<file path="src/hw/cifc_pkg.sv">
// Package for the codec interrupt and fault power-down control block.
// Assumes a single 100 MHz clock and an 8-bit register port.
package cifc_pkg;

    localparam int unsigned CLK_MHZ          = 100;
    localparam int unsigned PULSE_MS         = 2;
    localparam int unsigned PERIOD_MS        = 4;
    // Cycles per millisecond is CLK_MHZ * 1000; the period must fit TMR_W
    localparam int unsigned PULSE_CYC_DFLT   = PULSE_MS * CLK_MHZ * 1000;
    localparam int unsigned PERIOD_CYC_DFLT  = PERIOD_MS * CLK_MHZ * 1000;
    localparam int unsigned TMR_W            = 24;

    localparam int unsigned NSRC             = 8;

    localparam logic [7:0] ADDR_IRQ_CFG      = 8'h42;
    localparam logic [7:0] ADDR_DAC_CFG      = 8'h43;
    localparam logic [7:0] ADDR_STICKY       = 8'h44;
    localparam logic [7:0] ADDR_LIVE         = 8'h45;
    localparam logic [7:0] ADDR_MASK         = 8'h46;
    localparam logic [7:0] ADDR_CTRL         = 8'h47;
    localparam logic [7:0] ADDR_EV_STS       = 8'h48;
    localparam logic [7:0] ADDR_EV_CLR       = 8'h49;
    localparam logic [7:0] ADDR_EV_EN        = 8'h4a;

    localparam logic [7:0] IRQ_CFG_RST       = 8'h00;
    localparam logic [7:0] DAC_CFG_RST       = 8'h50;
    localparam logic [7:0] MASK_RST          = 8'hff;

    // Fault source positions within the source vector
    localparam int unsigned SRC_DRV_VG       = 0;
    localparam int unsigned SRC_DRV_SC       = 1;
    localparam int unsigned SRC_REG_SC       = 2;
    localparam int unsigned SRC_ADC_FIRST    = 3;

    localparam logic [1:0] PD_IGNORE         = 2'h0;
    localparam logic [1:0] PD_UNMASKED       = 2'h1;
    localparam logic [1:0] PD_ALL            = 2'h2;

    typedef enum logic [1:0] {
        CIFC_MODE_STICKY = 2'h0,
        CIFC_MODE_LIVE   = 2'h1,
        CIFC_MODE_REPEAT = 2'h2,
        CIFC_MODE_ONCE   = 2'h3
    } cifc_mode_type;

    typedef struct packed {
        logic          irq_polarity_sel;
        cifc_mode_type mode;
        logic [1:0]    adc_fault_powerdown_sel;
        logic          sticky_readback_sel;
        logic          adc_fault_recovery_sel;
        logic          sticky_clear_policy;
    } cifc_irq_cfg_type;

    typedef struct packed {
        logic       rsvd;
        logic [1:0] dac_fault_powerdown_sel;
        logic       dac_fault_recovery_sel;
        logic       output_fault_pd_flag;
        logic       dac_startup_fault_pd_inhibit;
        logic       dac_fault_detect_off;
        logic       regulator_short_detect_off;
    } cifc_dac_cfg_type;

    typedef struct packed {
        logic [7:0] addr;
        logic [7:0] wdata;
        logic       wr;
        logic       rd;
    } cifc_bus_type;

endpackage

</file>
<file path="src/hw/cifc_sync.sv">
// Two-flop synchroniser bank for asynchronous fault pins.
// Assumes the inputs are levels that stay stable for several clocks.
`timescale 1ns/10ps
module cifc_sync #(
    parameter int unsigned W = 8
) (
    input  wire logic         mclk,
    input  wire logic         rst_n,
    input  wire logic [W-1:0] d,
    output logic      [W-1:0] q
);
    logic [W-1:0] meta_r;

    always_ff @(posedge mclk or negedge rst_n) begin
        if (!rst_n) begin
            meta_r <= '0;
            q      <= '0;
        end else begin
            meta_r <= d;
            q      <= meta_r;
        end
    end
endmodule // cifc_sync

</file>
<file path="src/hw/cifc_top.sv">
// Interrupt pin and fault power-down control for a mono codec.
// Assumes one 100 MHz clock, fault pins asynchronous, simple register port.
//
// The strobed register port was chosen for this implementation.
`timescale 1ns/10ps
module cifc_top
    import cifc_pkg::*;
#(
    parameter int unsigned PULSE_CYC  = PULSE_CYC_DFLT,
    parameter int unsigned PERIOD_CYC = PERIOD_CYC_DFLT
) (
    input  wire logic                mclk,
    input  wire logic                rst_n,
    input  wire cifc_pkg::cifc_bus_type bus,
    output logic [7:0]               rdata,
    input  wire logic [cifc_pkg::NSRC-1:0] fault_pin,
    input  wire logic                dac_powering_up,
    input  wire logic                adc_repower,
    input  wire logic                dac_repower,
    output logic                     irq_pin,
    output logic                     adc_pd,
    output logic                     dac_pd,
    output logic                     ev_irq
);
    import cifc_pkg::*;

    logic [NSRC-1:0]   fault_s;
    logic [NSRC-1:0]   live;
    logic [NSRC-1:0]   live_d_r;
    logic [NSRC-1:0]   rise;
    logic [NSRC-1:0]   sticky_r, sticky_nxt;
    logic [NSRC-1:0]   mask_r, mask_nxt;
    cifc_irq_cfg_type  icfg_r, icfg_nxt;
    cifc_dac_cfg_type  dcfg_r, dcfg_nxt;
    logic              adc_pd_r, adc_pd_nxt;
    logic              dac_pd_r, dac_pd_nxt;
    logic [TMR_W-1:0]  tmr_r, tmr_nxt;
    logic              pulse_on_r, pulse_on_nxt;
    logic              irq_r, irq_nxt;
    logic [7:0]        rdata_r, rdata_nxt;
    logic [1:0]        ev_sts_r, ev_sts_nxt;
    logic [1:0]        ev_en_r, ev_en_nxt;
    logic              ev_irq_r, ev_irq_nxt;
    logic [NSRC-1:0]   unm_sticky;
    logic [NSRC-1:0]   unm_live;
    logic              adc_flt, dac_flt;
    logic              assert_lvl;

    cifc_sync #(.W(NSRC)) u_sync (
        .mclk (mclk),
        .rst_n(rst_n),
        .d    (fault_pin),
        .q    (fault_s)
    );

    // Detection disables gate the live sources themselves
    always_comb begin
        live = fault_s;
        if (dcfg_r.dac_fault_detect_off) begin
            live[SRC_DRV_VG] = 1'b0;
            live[SRC_DRV_SC] = 1'b0;
        end
        if (dcfg_r.regulator_short_detect_off)
            live[SRC_REG_SC] = 1'b0;
        rise       = live & ~live_d_r;
        unm_sticky = sticky_r & ~mask_r;
        unm_live   = live & ~mask_r;
    end

    // Configuration, mask and sticky flags
    always_comb begin
        logic [NSRC-1:0] clr;
        clr        = '0;
        icfg_nxt   = icfg_r;
        dcfg_nxt   = dcfg_r;
        mask_nxt   = mask_r;
        ev_en_nxt  = ev_en_r;
        if (bus.wr) begin
            unique case (bus.addr)
                ADDR_IRQ_CFG: icfg_nxt = cifc_irq_cfg_type'(bus.wdata);
                ADDR_DAC_CFG: begin
                    dcfg_nxt = cifc_dac_cfg_type'(bus.wdata);
                    dcfg_nxt.rsvd = 1'b0;
                    dcfg_nxt.output_fault_pd_flag = dcfg_r.output_fault_pd_flag;
                end
                ADDR_MASK:    mask_nxt  = bus.wdata;
                ADDR_EV_EN:   ev_en_nxt = bus.wdata[1:0];
                default:      ;
            endcase
        end
        if (bus.rd && bus.addr == ADDR_STICKY) begin
            // Policy 0 keeps bits whose source is still active
            clr = icfg_r.sticky_clear_policy ? '1 : ~live;
            if (icfg_r.sticky_readback_sel)
                clr = clr & ~mask_r;
        end
        sticky_nxt = (sticky_r & ~clr) | live;
        dcfg_nxt.output_fault_pd_flag = dac_pd_r;
    end

    // Fault power-down control for ADC/micbias and DAC
    always_comb begin
        logic [NSRC-1:0] dac_src;
        adc_flt = 1'b0;
        dac_flt = 1'b0;
        unique case (icfg_r.adc_fault_powerdown_sel)
            PD_UNMASKED: adc_flt = |unm_live[NSRC-1:SRC_ADC_FIRST];
            PD_ALL:      adc_flt = |live[NSRC-1:SRC_ADC_FIRST];
            default:     adc_flt = 1'b0;
        endcase
        dac_src = live;
        if (dcfg_r.dac_startup_fault_pd_inhibit && dac_powering_up)
            dac_src[SRC_DRV_VG] = 1'b0;
        unique case (dcfg_r.dac_fault_powerdown_sel)
            PD_UNMASKED: dac_flt = |(dac_src[SRC_REG_SC:0] & ~mask_r[SRC_REG_SC:0]);
            PD_ALL:      dac_flt = |dac_src[SRC_REG_SC:0];
            default:     dac_flt = 1'b0;
        endcase
        adc_pd_nxt = adc_pd_r;
        if (adc_flt)
            adc_pd_nxt = 1'b1;
        else if (!icfg_r.adc_fault_recovery_sel || adc_repower)
            adc_pd_nxt = 1'b0;
        dac_pd_nxt = dac_pd_r;
        if (dac_flt)
            dac_pd_nxt = 1'b1;
        else if (!dcfg_r.dac_fault_recovery_sel || dac_repower)
            dac_pd_nxt = 1'b0;
    end

    // Interrupt pin shaping
    always_comb begin
        tmr_nxt      = tmr_r;
        pulse_on_nxt = pulse_on_r;
        assert_lvl   = 1'b0;
        unique case (icfg_r.mode)
            CIFC_MODE_STICKY: begin
                assert_lvl = |unm_sticky;
                tmr_nxt    = '0;
            end
            CIFC_MODE_LIVE: begin
                assert_lvl = |unm_live;
                tmr_nxt    = '0;
            end
            CIFC_MODE_REPEAT: begin
                if (|unm_sticky) begin
                    tmr_nxt = (32'(tmr_r) >= PERIOD_CYC - 1) ? '0 : tmr_r + 1'b1;
                    assert_lvl = 32'(tmr_r) < PULSE_CYC;
                end else begin
                    tmr_nxt = '0;
                end
            end
            CIFC_MODE_ONCE: begin
                // A new event during a pulse restarts it rather than queueing
                if (|(rise & ~mask_r)) begin
                    pulse_on_nxt = 1'b1;
                    tmr_nxt      = '0;
                end else if (pulse_on_r) begin
                    if (32'(tmr_r) >= PULSE_CYC - 1)
                        pulse_on_nxt = 1'b0;
                    else
                        tmr_nxt = tmr_r + 1'b1;
                end
                assert_lvl = pulse_on_r;
            end
        endcase
        if (icfg_r.mode != CIFC_MODE_ONCE)
            pulse_on_nxt = 1'b0;
        irq_nxt = icfg_r.irq_polarity_sel ? assert_lvl : ~assert_lvl;
    end

    // Block events: ADC and DAC power-down entry
    always_comb begin
        ev_sts_nxt = ev_sts_r;
        if (bus.wr && bus.addr == ADDR_EV_CLR)
            ev_sts_nxt = ev_sts_r & ~bus.wdata[1:0];
        // Set wins over a clear in the same cycle
        ev_sts_nxt = ev_sts_nxt | {dac_pd_nxt & ~dac_pd_r, adc_pd_nxt & ~adc_pd_r};
        ev_irq_nxt = |(ev_sts_nxt & ev_en_nxt);
    end

    always_comb begin
        rdata_nxt = 8'h00;
        if (bus.rd) begin
            unique case (bus.addr)
                ADDR_IRQ_CFG: rdata_nxt = icfg_r;
                ADDR_DAC_CFG: rdata_nxt = dcfg_r;
                ADDR_STICKY:  rdata_nxt = icfg_r.sticky_readback_sel ? unm_sticky
                                                                     : sticky_r;
                ADDR_LIVE:    rdata_nxt = live;
                ADDR_MASK:    rdata_nxt = mask_r;
                ADDR_CTRL:    rdata_nxt = {6'h00, dac_pd_r, adc_pd_r};
                ADDR_EV_STS:  rdata_nxt = {6'h00, ev_sts_r};
                ADDR_EV_EN:   rdata_nxt = {6'h00, ev_en_r};
                default:      rdata_nxt = 8'h00;
            endcase
        end
    end

    always_ff @(posedge mclk or negedge rst_n) begin
        if (!rst_n) begin
            icfg_r     <= cifc_irq_cfg_type'(IRQ_CFG_RST);
            dcfg_r     <= cifc_dac_cfg_type'(DAC_CFG_RST);
            mask_r     <= MASK_RST;
            sticky_r   <= '0;
            live_d_r   <= '0;
            adc_pd_r   <= 1'b0;
            dac_pd_r   <= 1'b0;
            tmr_r      <= '0;
            pulse_on_r <= 1'b0;
            irq_r      <= 1'b1;
            rdata_r    <= 8'h00;
            ev_sts_r   <= 2'h0;
            ev_en_r    <= 2'h0;
            ev_irq_r   <= 1'b0;
        end else begin
            icfg_r     <= icfg_nxt;
            dcfg_r     <= dcfg_nxt;
            mask_r     <= mask_nxt;
            sticky_r   <= sticky_nxt;
            live_d_r   <= live;
            adc_pd_r   <= adc_pd_nxt;
            dac_pd_r   <= dac_pd_nxt;
            tmr_r      <= tmr_nxt;
            pulse_on_r <= pulse_on_nxt;
            irq_r      <= irq_nxt;
            rdata_r    <= rdata_nxt;
            ev_sts_r   <= ev_sts_nxt;
            ev_en_r    <= ev_en_nxt;
            ev_irq_r   <= ev_irq_nxt;
        end
    end

    assign rdata   = rdata_r;
    assign irq_pin = irq_r;
    assign adc_pd  = adc_pd_r;
    assign dac_pd  = dac_pd_r;
    assign ev_irq  = ev_irq_r;
endmodule // cifc_top

</file>
<file path="config.mk">
export PLATFORM = sky130hd
export DESIGN_NAME = cifc_top
export DESIGN_NICKNAME = d
export VERILOG_FILES = /design/src/hw/cifc_pkg.sv /design/src/hw/cifc_sync.sv /design/src/hw/cifc_top.sv
export SDC_FILE = /design/constraint.sdc
export NUM_CORES = 1
export LEC_CHECK = 0
export BUFFER_PORTS_ARGS = -buffer_cell sky130_fd_sc_hd__buf_2
export CORE_MARGIN = 2
export CORE_UTILIZATION = 59
export CTS_BUF_LIST = sky130_fd_sc_hd__clkbuf_8
export CTS_CLUSTER_DIAMETER = 40
export DETAILED_ROUTE_END_ITERATION = 10
export MAX_ROUTING_LAYER = met4
export PLACE_DENSITY = 0.85
export SLEW_MARGIN = 20
export SYNTH_ARGS = -nofsm -noshare
export SYNTH_HDL_FRONTEND = slang
export SYNTH_SLANG_ARGS = --single-unit
</file>
<file path="constraint.sdc">
create_clock -name mclk -period 3.3 [get_ports mclk]
set_input_delay 0.33 -clock mclk [delete_from_list [all_inputs] [get_ports mclk]]
set_output_delay 0.33 -clock mclk [all_outputs]
set_load 0.005 [all_outputs]
</file>
Yosys cells after proc, flatten, opt, wreduce, memory -nomap -nowiden

Cells that the tools add are included.

Register bits: 96
Output and inout bits: 12
Bits of input ports: 31
Word-level logic and storage cells: 125

Eq/ne operators: 19
Add/sub/neg operators: 1
Reductions and logical operators: 22
Multiplexer cells: 32
$lt $le $gt $ge: 3
Bitwise gates (word level): 22

Operators by type and width:

| cell                  | count |
|---|---|
| $mux 24               | 5 |
| $eq 8x7->1 const B    | 9 |
| $pmux 24 s3           | 1 |
| $pmux 8 s8            | 1 |
| $and 8x8->8           | 6 |
| $mux 8                | 5 |
| $not 8->8             | 4 |
| $add 24x1->24 const B | 1 |
| $ge 24x18->1 const B  | 1 |
| $ge 24x19->1 const B  | 1 |
| $lt 24x18->1 const B  | 1 |
| $reduce_or 8->1       | 3 |
| $mux 1                | 13 |
| $reduce_or 5->1       | 2 |
| $eq 2x2->1 const B    | 4 |
| $mux 2                | 4 |
| $or 8x8->8            | 1 |
| $reduce_and 2->1      | 4 |
| $eq 2x1->1 const B    | 3 |
| $ne 3x3->1 const B    | 2 |
| $reduce_or 3->1       | 2 |
| $and 2x2->2           | 2 |
| $pmux 1 s2            | 2 |
| $pmux 1 s4            | 1 |
| other kinds (13)      | 21 |

Depth between registers and ports, before layout

Gate-level depths: netlist of run 1.

Depth after elaboration: 10
Gate-level depth with buffers: 8
Gate-level depth less buffers: 7

Modules after synthesis

From an unflattened synthesis of run 1, not the netlist that was laid out.

Cells, all modules: 414
Area, all modules: 4,574.4 um^2

By module, submodules not included:

| module    | area each (um^2) | sequential area each (um^2) | instances | cells an instance |
|---|---|---|---|---|
| cifc_top  | 4,174.0          | 2,015.7                     | 1         | 398 |
| cifc_sync | 400.4            | 400.4                       | 1         | 16 |

Least setup slack after synthesis of run 1

No wires, ideal clock.

Kind: reg-to-reg
Start: register tmr_r[20]
End: register tmr_r[13]
Clock period less this slack: 2,547 ps
Stages on the path, launching flop included: 8
Buffers on the path: 1
Arrival: 2,470 ps
Slack: 753 ps
Data required time: 3,222 ps
Setup time: 78 ps
Path through: dfrtp_1 > or4_4 > or4b_4 > a211oi_4 > nor2_2 > buf_6 > or3_1 > a21oi_1

Cells in the longest elaborated chain, start to end: 4
Elaborated cells on any way between the ends: 7

RTL lines:

| what                   | RTL line        | text |
|---|---|---|
| start, declared        | cifc_top.sv:37  | `logic [TMR_W-1:0] tmr_r, tmr_nxt;` |
| start signal, assigned | cifc_top.sv:224 | `tmr_r <= tmr_nxt;` |
| $ge 24x19->1           | cifc_top.sv:147 | `tmr_nxt = (32'(tmr_r) >= PERIOD_CYC - 1) ? '0 : tmr_r + 1'b1;` |
| $mux 24                | cifc_top.sv:147 |  |
| $mux 24                | cifc_top.sv:146 | `if (\|unm_sticky) begin` |
| $pmux 24 s3            | cifc_top.sv:136 | `unique case (icfg_r.mode)` |

Parallel ways exist; a longest one is shown, timed or not.
A chain may end at the register's enable or synchronous reset.

Final worst setup path of run 1

Start: register tmr_r[20]
End: register tmr_r[11]

The elaborated chain is that of the path after synthesis.

==> results of run 1 <==
-- final cells by class --
class	count	area, sq um	share of cell area [%]
Clock buffer	9	123.9	2.441
Timing Repair Buffer	54	305.3	6.016
Sequential cell	96	2416	47.61
Inverter	25	93.84	1.849
Tap cell	99	123.9	2.441
Multi-Input combinational cell	296	1937	38.17
Clock inverter	7	75.07	1.479
-- flip-flops by register name, indices dropped and copies added, names as in the netlist, 8 cells and up --
register       count
icfg_r             8
live_d_r           8
mask_r             8
rdata              8
sticky_r           8
tmr_r             24
u_sync.meta_r      8
u_sync.q           8
-- synthesized netlist by cell type, types with 3 or more instances --
cell and instances:
nor2b_1 4, o21bai_1 3, a32oi_1 5, nor2_1 29, clkbuf_1 9, ha_1 5, dfstp_2 11, dfrtp_1 85
o2111ai_1 4, xor2_1 6, nand2b_1 13, or3_1 8, and3_1 4, nor3_1 7, a22o_1 3, nor4_1 6
mux2_2 24, inv_1 25, nor3b_1 4, o21ai_0 18, a21oi_1 20, o22ai_1 8, a21o_1 6, nand3_1 12
a31oi_1 9, nand2_1 45, a22oi_1 6
-- power by group --
part | leakage, nW | total (mW) | internal [mW] | switching, mW
Combinational | 0.851 | 0.136 | 0.0581 | 0.0783
Clock | 0.0981 | 0.751 | 0.298 | 0.453
Sequential | 1.20 | 1.25 | 1.22 | 0.0361
Total | 2.15 | 2.14 | 1.57 | 0.567
-- cells by family (layout without fill, tap and decap cells) --
kind of cell	after synthesis	count (layout)
flip-flops	96	96
AO/OA/AOI/OAI	104	104
buffers and inverters	37	95
multiplexers	25	25
XOR/XNOR	8	8
adder cells (fa/ha/maj)	5	5
AND/OR/NAND/NOR	154	154
-- metal layers --
layer | vias up | track usage, % | share of wire [%]
met5 | - | - | 0
met4 | 0 | 14.14 | 2.8
met3 | 26 | 5.062 | 5.0
met2 | 133 | 44.81 | 52
met1 | 1772 | 33.65 | 41
li1 | 1661 | - | -
-- cell usage in the layout (no fill, tap or decap), types with 3 or more instances in the layout --
master	synthesis	final
buf_4	0	12
a31oi_1	9	9
o21bai_1	3	3
nor4_1	6	6
o22ai_1	8	8
o2111ai_1	4	4
nor3b_1	4	4
dfrtp_1	85	85
mux2_2	24	24
a22oi_1	6	6
nor2_1	29	29
xor2_1	6	6
a22o_1	3	3
a21o_1	6	6
nand3_1	12	12
nand2b_1	13	13
dfstp_2	11	11
inv_1	25	25
and3_1	4	4
clkbuf_8	0	9
nand2_1	45	45
a32oi_1	5	5
buf_2	1	41
nor2b_1	4	4
a21oi_1	20	20
o21ai_0	18	18
ha_1	5	5
nor3_1	7	7
or3_1	8	8
inv_8	0	3
-- metrics by stage --
stage	setup WS [ps]	power (mW)	util [%]	instance area, sq um	std cells
after CTS	444.6	2.166	69.23	5075	586
after global placement	552.1	1.403	66.38	4866	569
after global routing	278.6	2.233	69.23	5075	586
after detailed placement	475.7	1.411	66.38	4866	569
final	434.7	2.142	69.23	5075	586
after floorplan	752.6	1.332	-	4501	429
-- path summary, 6_finish.rpt --
| check | slack, ps | start | cells past startpoint | endpoint |
|---|---|---|---|---|
| max | 430 | tmr_r[20] | 6 | tmr_r[11] |
| min in group asynchronous | 460 | rst_n | 2 | tmr_r[9] |
| min reg2reg | 360 | u_sync.meta_r[7] | 0 | u_sync.q[7] |
| max in group asynchronous | 2020 | rst_n | 3 | mask_r[0] |
| min | 60 | fault_pin[7] | 1 | u_sync.meta_r[7] |
| max reg2reg | 430 | tmr_r[20] | 6 | tmr_r[11] |
==> impl_metrics.json, run 1 <==
{
  "fp.coreArea_sq_mm": 0.007331,
  "initial_core_util_pct": 61.39,
  "htree_num_levels": 3,
  "path_buf_inv": 0,
  "n_antenna_cell": 0,
  "grt_pass1_wl_um": 17510,
  "cp_data_required_time_ps": 3590,
  "async_flop_share_pct": 100.0,
  "cts_buffer_depth": 2,
  "postRouteAntennaNets": 0,
  "nets": 518,
  "hold_buffers": 1,
  "setup.worst_path.start_class": "flip-flop",
  "dr.pass1.iters": 4,
  "setup_viol": 0,
  "synth_largest_area_cell": "dfrtp_1",
  "clkSinkCount": 96,
  "track_usage_pct": 27.76,
  "synthToLayoutAreaGrowth_pct": 12.76,
  "num_rows": 31,
  "cap_violations": 0,
  "synth_top_family_by_area": "simple AND/OR/NAND/NOR gates",
  "relSlewSlack_pct": 58.27,
  "drt_iter0_markers": 232,
  "finalCriticalPeriod_ps": 2865,
  "place_congestion": 0.9310,
  "synthCells": 429,
  "cts_made_buffers": 9,
  "cellPowerDensity_mw_per_mm2": 422.1,
  "max_freq_mhz": 349.0,
  "path_cells": "or4_4 > or4b_4 > a211oi_4 > or2_0 > nand3_2 > o31ai_1",
  "synth_compound_area_share_pct": 16.10,
  "vias": 3592,
  "slowest_stage": "or4b_4",
  "ys_seq_elements": 96,
  "hold_viol_final": 0,
  "postCtsSetupRepairBufs": 0,
  "cts.repair.resized": 0,
  "worstMarginPinSlew_ps": 620.2,
  "drv_slew": 0,
  "synthSimpleGateAreaFrac_pct": 17.76,
  "clkTransAtPathRegs_ps": 100,
  "synth_fa_ha_area_share_pct": 1.390,
  "cpPeakStageDelay_ps": 540,
  "crit_family": "simple AND/OR/NAND/NOR gates",
  "critPathMaxFanout": 10,
  "ys_types": 65,
  "drc": 0,
  "synth_xor_area_share_pct": 1.557,
  "die_height_um": 91.34,
  "synthTopCellsByArea": "dfrtp_1, dfstp_2, mux2_2, nand2_1, nor2_1",
  "status": "finished clean",
  "syn_area_per_cell_sq_um": 10.49,
  "synth_fp_nets": 465,
  "rsz0062_at_grt": "false",
  "synth.top_cell.area_share_pct": 47.26,
  "arrival_ps": 3150,
  "synth_flop_cell": "dfrtp_1",
  "synthMuxAreaShare_pct": 6.227,
  "hold_slack_ps": 55.20,
  "fillCellCount": 533,
  "cts-root-buf": "clkbuf_8",
  "grt_pass1_vias": 3653,
  "grt_max_degree": 42,
  "yosysWarnings": 0,
  "antenna_found_initial": 0,
  "period_share_pct": 86.83,
  "hold_class": "in -> reg",
  "detailed_place_hpwl_um": 7531,
  "overflow": 0,
  "fp.dieW_um": 91.34,
  "wl_um": 10520,
  "fin_tns_setup_ps": 0,
  "ys_seq_area_share_pct": 53.68,
  "tritoncts": "done",
  "skew_ps": 8.829,
  "endpoint_kind": "flip-flop",
  "ir_worst_vdd_mv": 0.2970,
  "drive_gt1_share_pct": 24.23,
  "wl_per_cell_um": 17.96,
  "viasPerCell": 6.130,
  "worst-setup-path-type": "reg -> reg",
  "power_leakage_nw": 2.150,
  "ios": 43,
  "syn_area_sq_mm": 0.004501,
  "die_area_sq_mm": 0.008343,
  "synth_edf_count": 0,
  "worstSkewPairLatency_ps": 370,
  "portBuffers": 42
}
(Power assumes the default switching activity.)
==> run 2, diff against run 1 <==
SYNTH_HIERARCHICAL = 1   (was unset)
==> impl_metrics.json, run 2 <==
{
  "status": "finished clean",
  "pre_cts_ws_ps": 670.9,
  "yosysMostFrequentCell": "dfrtp_1",
  "clkSinkCount": 96,
  "power_frac_comb_pct": 6.2,
  "ys_seq_area_share_pct": 52.82,
  "seqCellArea_sq_mm": 0.002416,
  "swShare_pct": 23.83,
  "cts_buffer_depth": 2,
  "num_rows": 32,
  "period_share_pct": 80.62,
  "fin_tns_setup_ps": 0,
  "reg2reg_slack_ps": 640,
  "r2r_start": "mask_r[0]",
  "power_leakage_nw": 2.148,
  "worstSkewPairLatency_ps": 360,
  "tritoncts": "done",
  "cellPowerDensity_mw_per_mm2": 426.8,
  "hold_viol_final": 0,
  "pwr-share-clk_pct": 36.6,
  "rsz0062_at_grt": "false",
  "largest_reg_flops": 24,
  "grt_pass1_vias": 3292,
  "met2_usage_pct": 37.99,
  "initial_core_util_pct": 60.13,
  "ys_types": 66,
  "die_height_um": 92.05,
  "drt_iter0_markers": 422,
  "r2r_cells": 7,
  "top_register": "tmr_r",
  "nets": 500,
  "fp.coreArea_sq_mm": 0.007607,
  "n_antenna_cell": 0,
  "fin_area_sq_mm": 0.005137,
  "skew_ps": 9.257,
  "grt_pass1_wl_um": 16490,
  "place_congestion": 0.8957,
  "cap_violations": 0,
  "wl_per_cell_um": 17.58,
  "cp_data_required_time_ps": 3580,
  "multi_input_area_sq_mm": 0.001991,
  "detailed_place_hpwl_um": 7243,
  "die_area_sq_mm": 0.008473,
  "arrival_ps": 2940,
  "postRouteAntennaNets": 0,
  "ir_worst_vdd_mv": 0.3456,
  "fillCellCount": 588,
  "r2r_end": "tmr_r[14]",
  "synth_fp_nets": 450,
  "use_met1_pct": 35.39,
  "power_mw": 2.192,
  "track_usage_pct": 25.95,
  "worst-setup-path-type": "reg -> reg",
  "cts.repair.resized": 0,
  "dpl_cell_area_sq_mm": 0.004912,
  "yosysWarnings": 6,
  "endpoint_kind": "flip-flop",
  "dr.pass1.iters": 5,
  "synth_largest_area_cell": "dfrtp_1",
  "syn_area_sq_mm": 0.004574,
  "drive_gt1_share_pct": 26.65,
  "vias": 3429,
  "synthCells": 414,
  "drv_slew": 0,
  "viasPerCell": 6.005,
  "layout_commonest_cell": "dfrtp_1",
  "setup_viol": 0,
  "netlist_top_cells_count": "dfrtp_1, nand2_1, inv_1",
  "fp.dieW_um": 92.05,
  "ys_seq_elements": 96,
  "critPathMaxFanout": 9,
  "synthToLayoutAreaGrowth_pct": 12.31,
  "async_flop_share_pct": 100.0,
  "cts_made_buffers": 9,
  "use_met3_pct": 5.341,
  "busiest_layer": "met2",
  "synth.top_cell.area_share_pct": 46.50,
  "ios": 43,
  "switchingPower_mw": 0.5224,
  "setup.worst_path.start_class": "flip-flop",
  "clkTransAtPathRegs_ps": 90,
  "worstMarginPinSlew_ps": 630.1,
  "drc": 0,
  "fin_ws_ps": 639.5,
  "cts-root-buf": "clkbuf_8",
  "mostFrequentLayoutCells": "dfrtp_1, buf_2, nand2_1",
  "overflow": 0,
  "grt_max_degree": 37,
  "max_freq_mhz": 375.9,
  "synth_edf_count": 0,
  "hold_class": "in -> reg",
  "syn_area_per_cell_sq_um": 11.05,
  "wl_um": 10040,
  "synth_flop_cell": "dfrtp_1",
  "seqPwrFrac_pct": 57.2,
  "endpoint": "tmr_r[14]",
  "intPower_mw": 1.670,
  "antenna_found_initial": 0,
  "htree_num_levels": 3,
  "finalCriticalPeriod_ps": 2661,
  "hold_slack_ps": 66.24,
  "relSlewSlack_pct": 57.99,
  "startpoint": "mask_r[0]",
  "synthTopCellsByArea": "dfrtp_1, dfstp_2, mux2_2, nand2_1, a22oi_1",
  "portBuffers": 42
}
==> run 2: cell count changes after synthesis, moves of 6 or more <==
cell / delta
nand2_1: -10
a21oi_1: -9
a22oi_1: +9
o21ai_2: +7
or3_1: -6
==> run 2: through the flow <==
stage,cells,utilization [%]
2_1_floorplan,414,-
3_3_place_gp,554,64.57
3_5_place_dp,554,64.57
4_1_cts,571,67.53
5_1_grt,571,67.53
6_report,571,67.53
==> run 2: repair_timing <==
action,CTS,global route
buffers inserted,0,0
hold endpoints to repair,30,0
hold buffers,1,0
==> run 2: logic make-up (layout without fill, tap and decap cells) <==
family,Yosys count,after routing,synth area share (%)
XOR/XNOR,13,13,2.489
multiplexers,25,25,6.072
buffers and inverters,39,94,3.665
AND/OR/NAND/NOR,141,141,17.10
AO/OA/AOI/OAI,95,95,16.49
adder cells (fa/ha/maj),5,5,1.368
flip-flops,96,96,52.82
==> run 2: worst max-delay path: stages, from the launching register on <==
cell and delay [ps]:
dfstp_2 600, nor4b_1 80, or4_1 520, or4_1 600, buf_4 270, nor2_2 250
a21oi_1 70, nor3_1 190
==> run 2: final cells by class <==
cell class              instances  area share, %
clock buffers                  11          2.947
inverters                      26          1.900
flip-flops and latches         96          47.03
clock inverters                 5          1.242
multi-input cells             279          38.75
well taps                     102          2.484
repair buffers                 52          5.650
==> run 2: metal layers <==
metal | vias to the layer above | part of all wire, %
met1 | 1683 | 45
met4 | 0 | 2.0
li1 | 1605 | -
met3 | 14 | 5.9
met5 | - | 0
met2 | 127 | 47
==> run 2: power by group through the flow <==
stage | registers, mW | logic, mW | clock network [mW]
floorplan | 1.26 | 0.0734 | 0
global placement | 1.27 | 0.133 | 0
detailed placement | 1.27 | 0.137 | 0
CTS | 1.25 | 0.138 | 0.819
global route | 1.26 | 0.154 | 0.868
finish | 1.25 | 0.136 | 0.802
==> run 2: how the worst min path moves through the flow <==
stage	to	slack, ps	cells after the start	start
after floorplan	adc_pd	30	0	rst_n
after global placement	tmr_r[12]	290	1	rst_n
after detailed placement	tmr_r[14]	300	1	rst_n
after CTS	u_sync/meta_r[1]	50	1	fault_pin[1]
after global routing	u_sync/meta_r[1]	50	1	fault_pin[1]
final	u_sync/meta_r[1]	70	1	fault_pin[1]
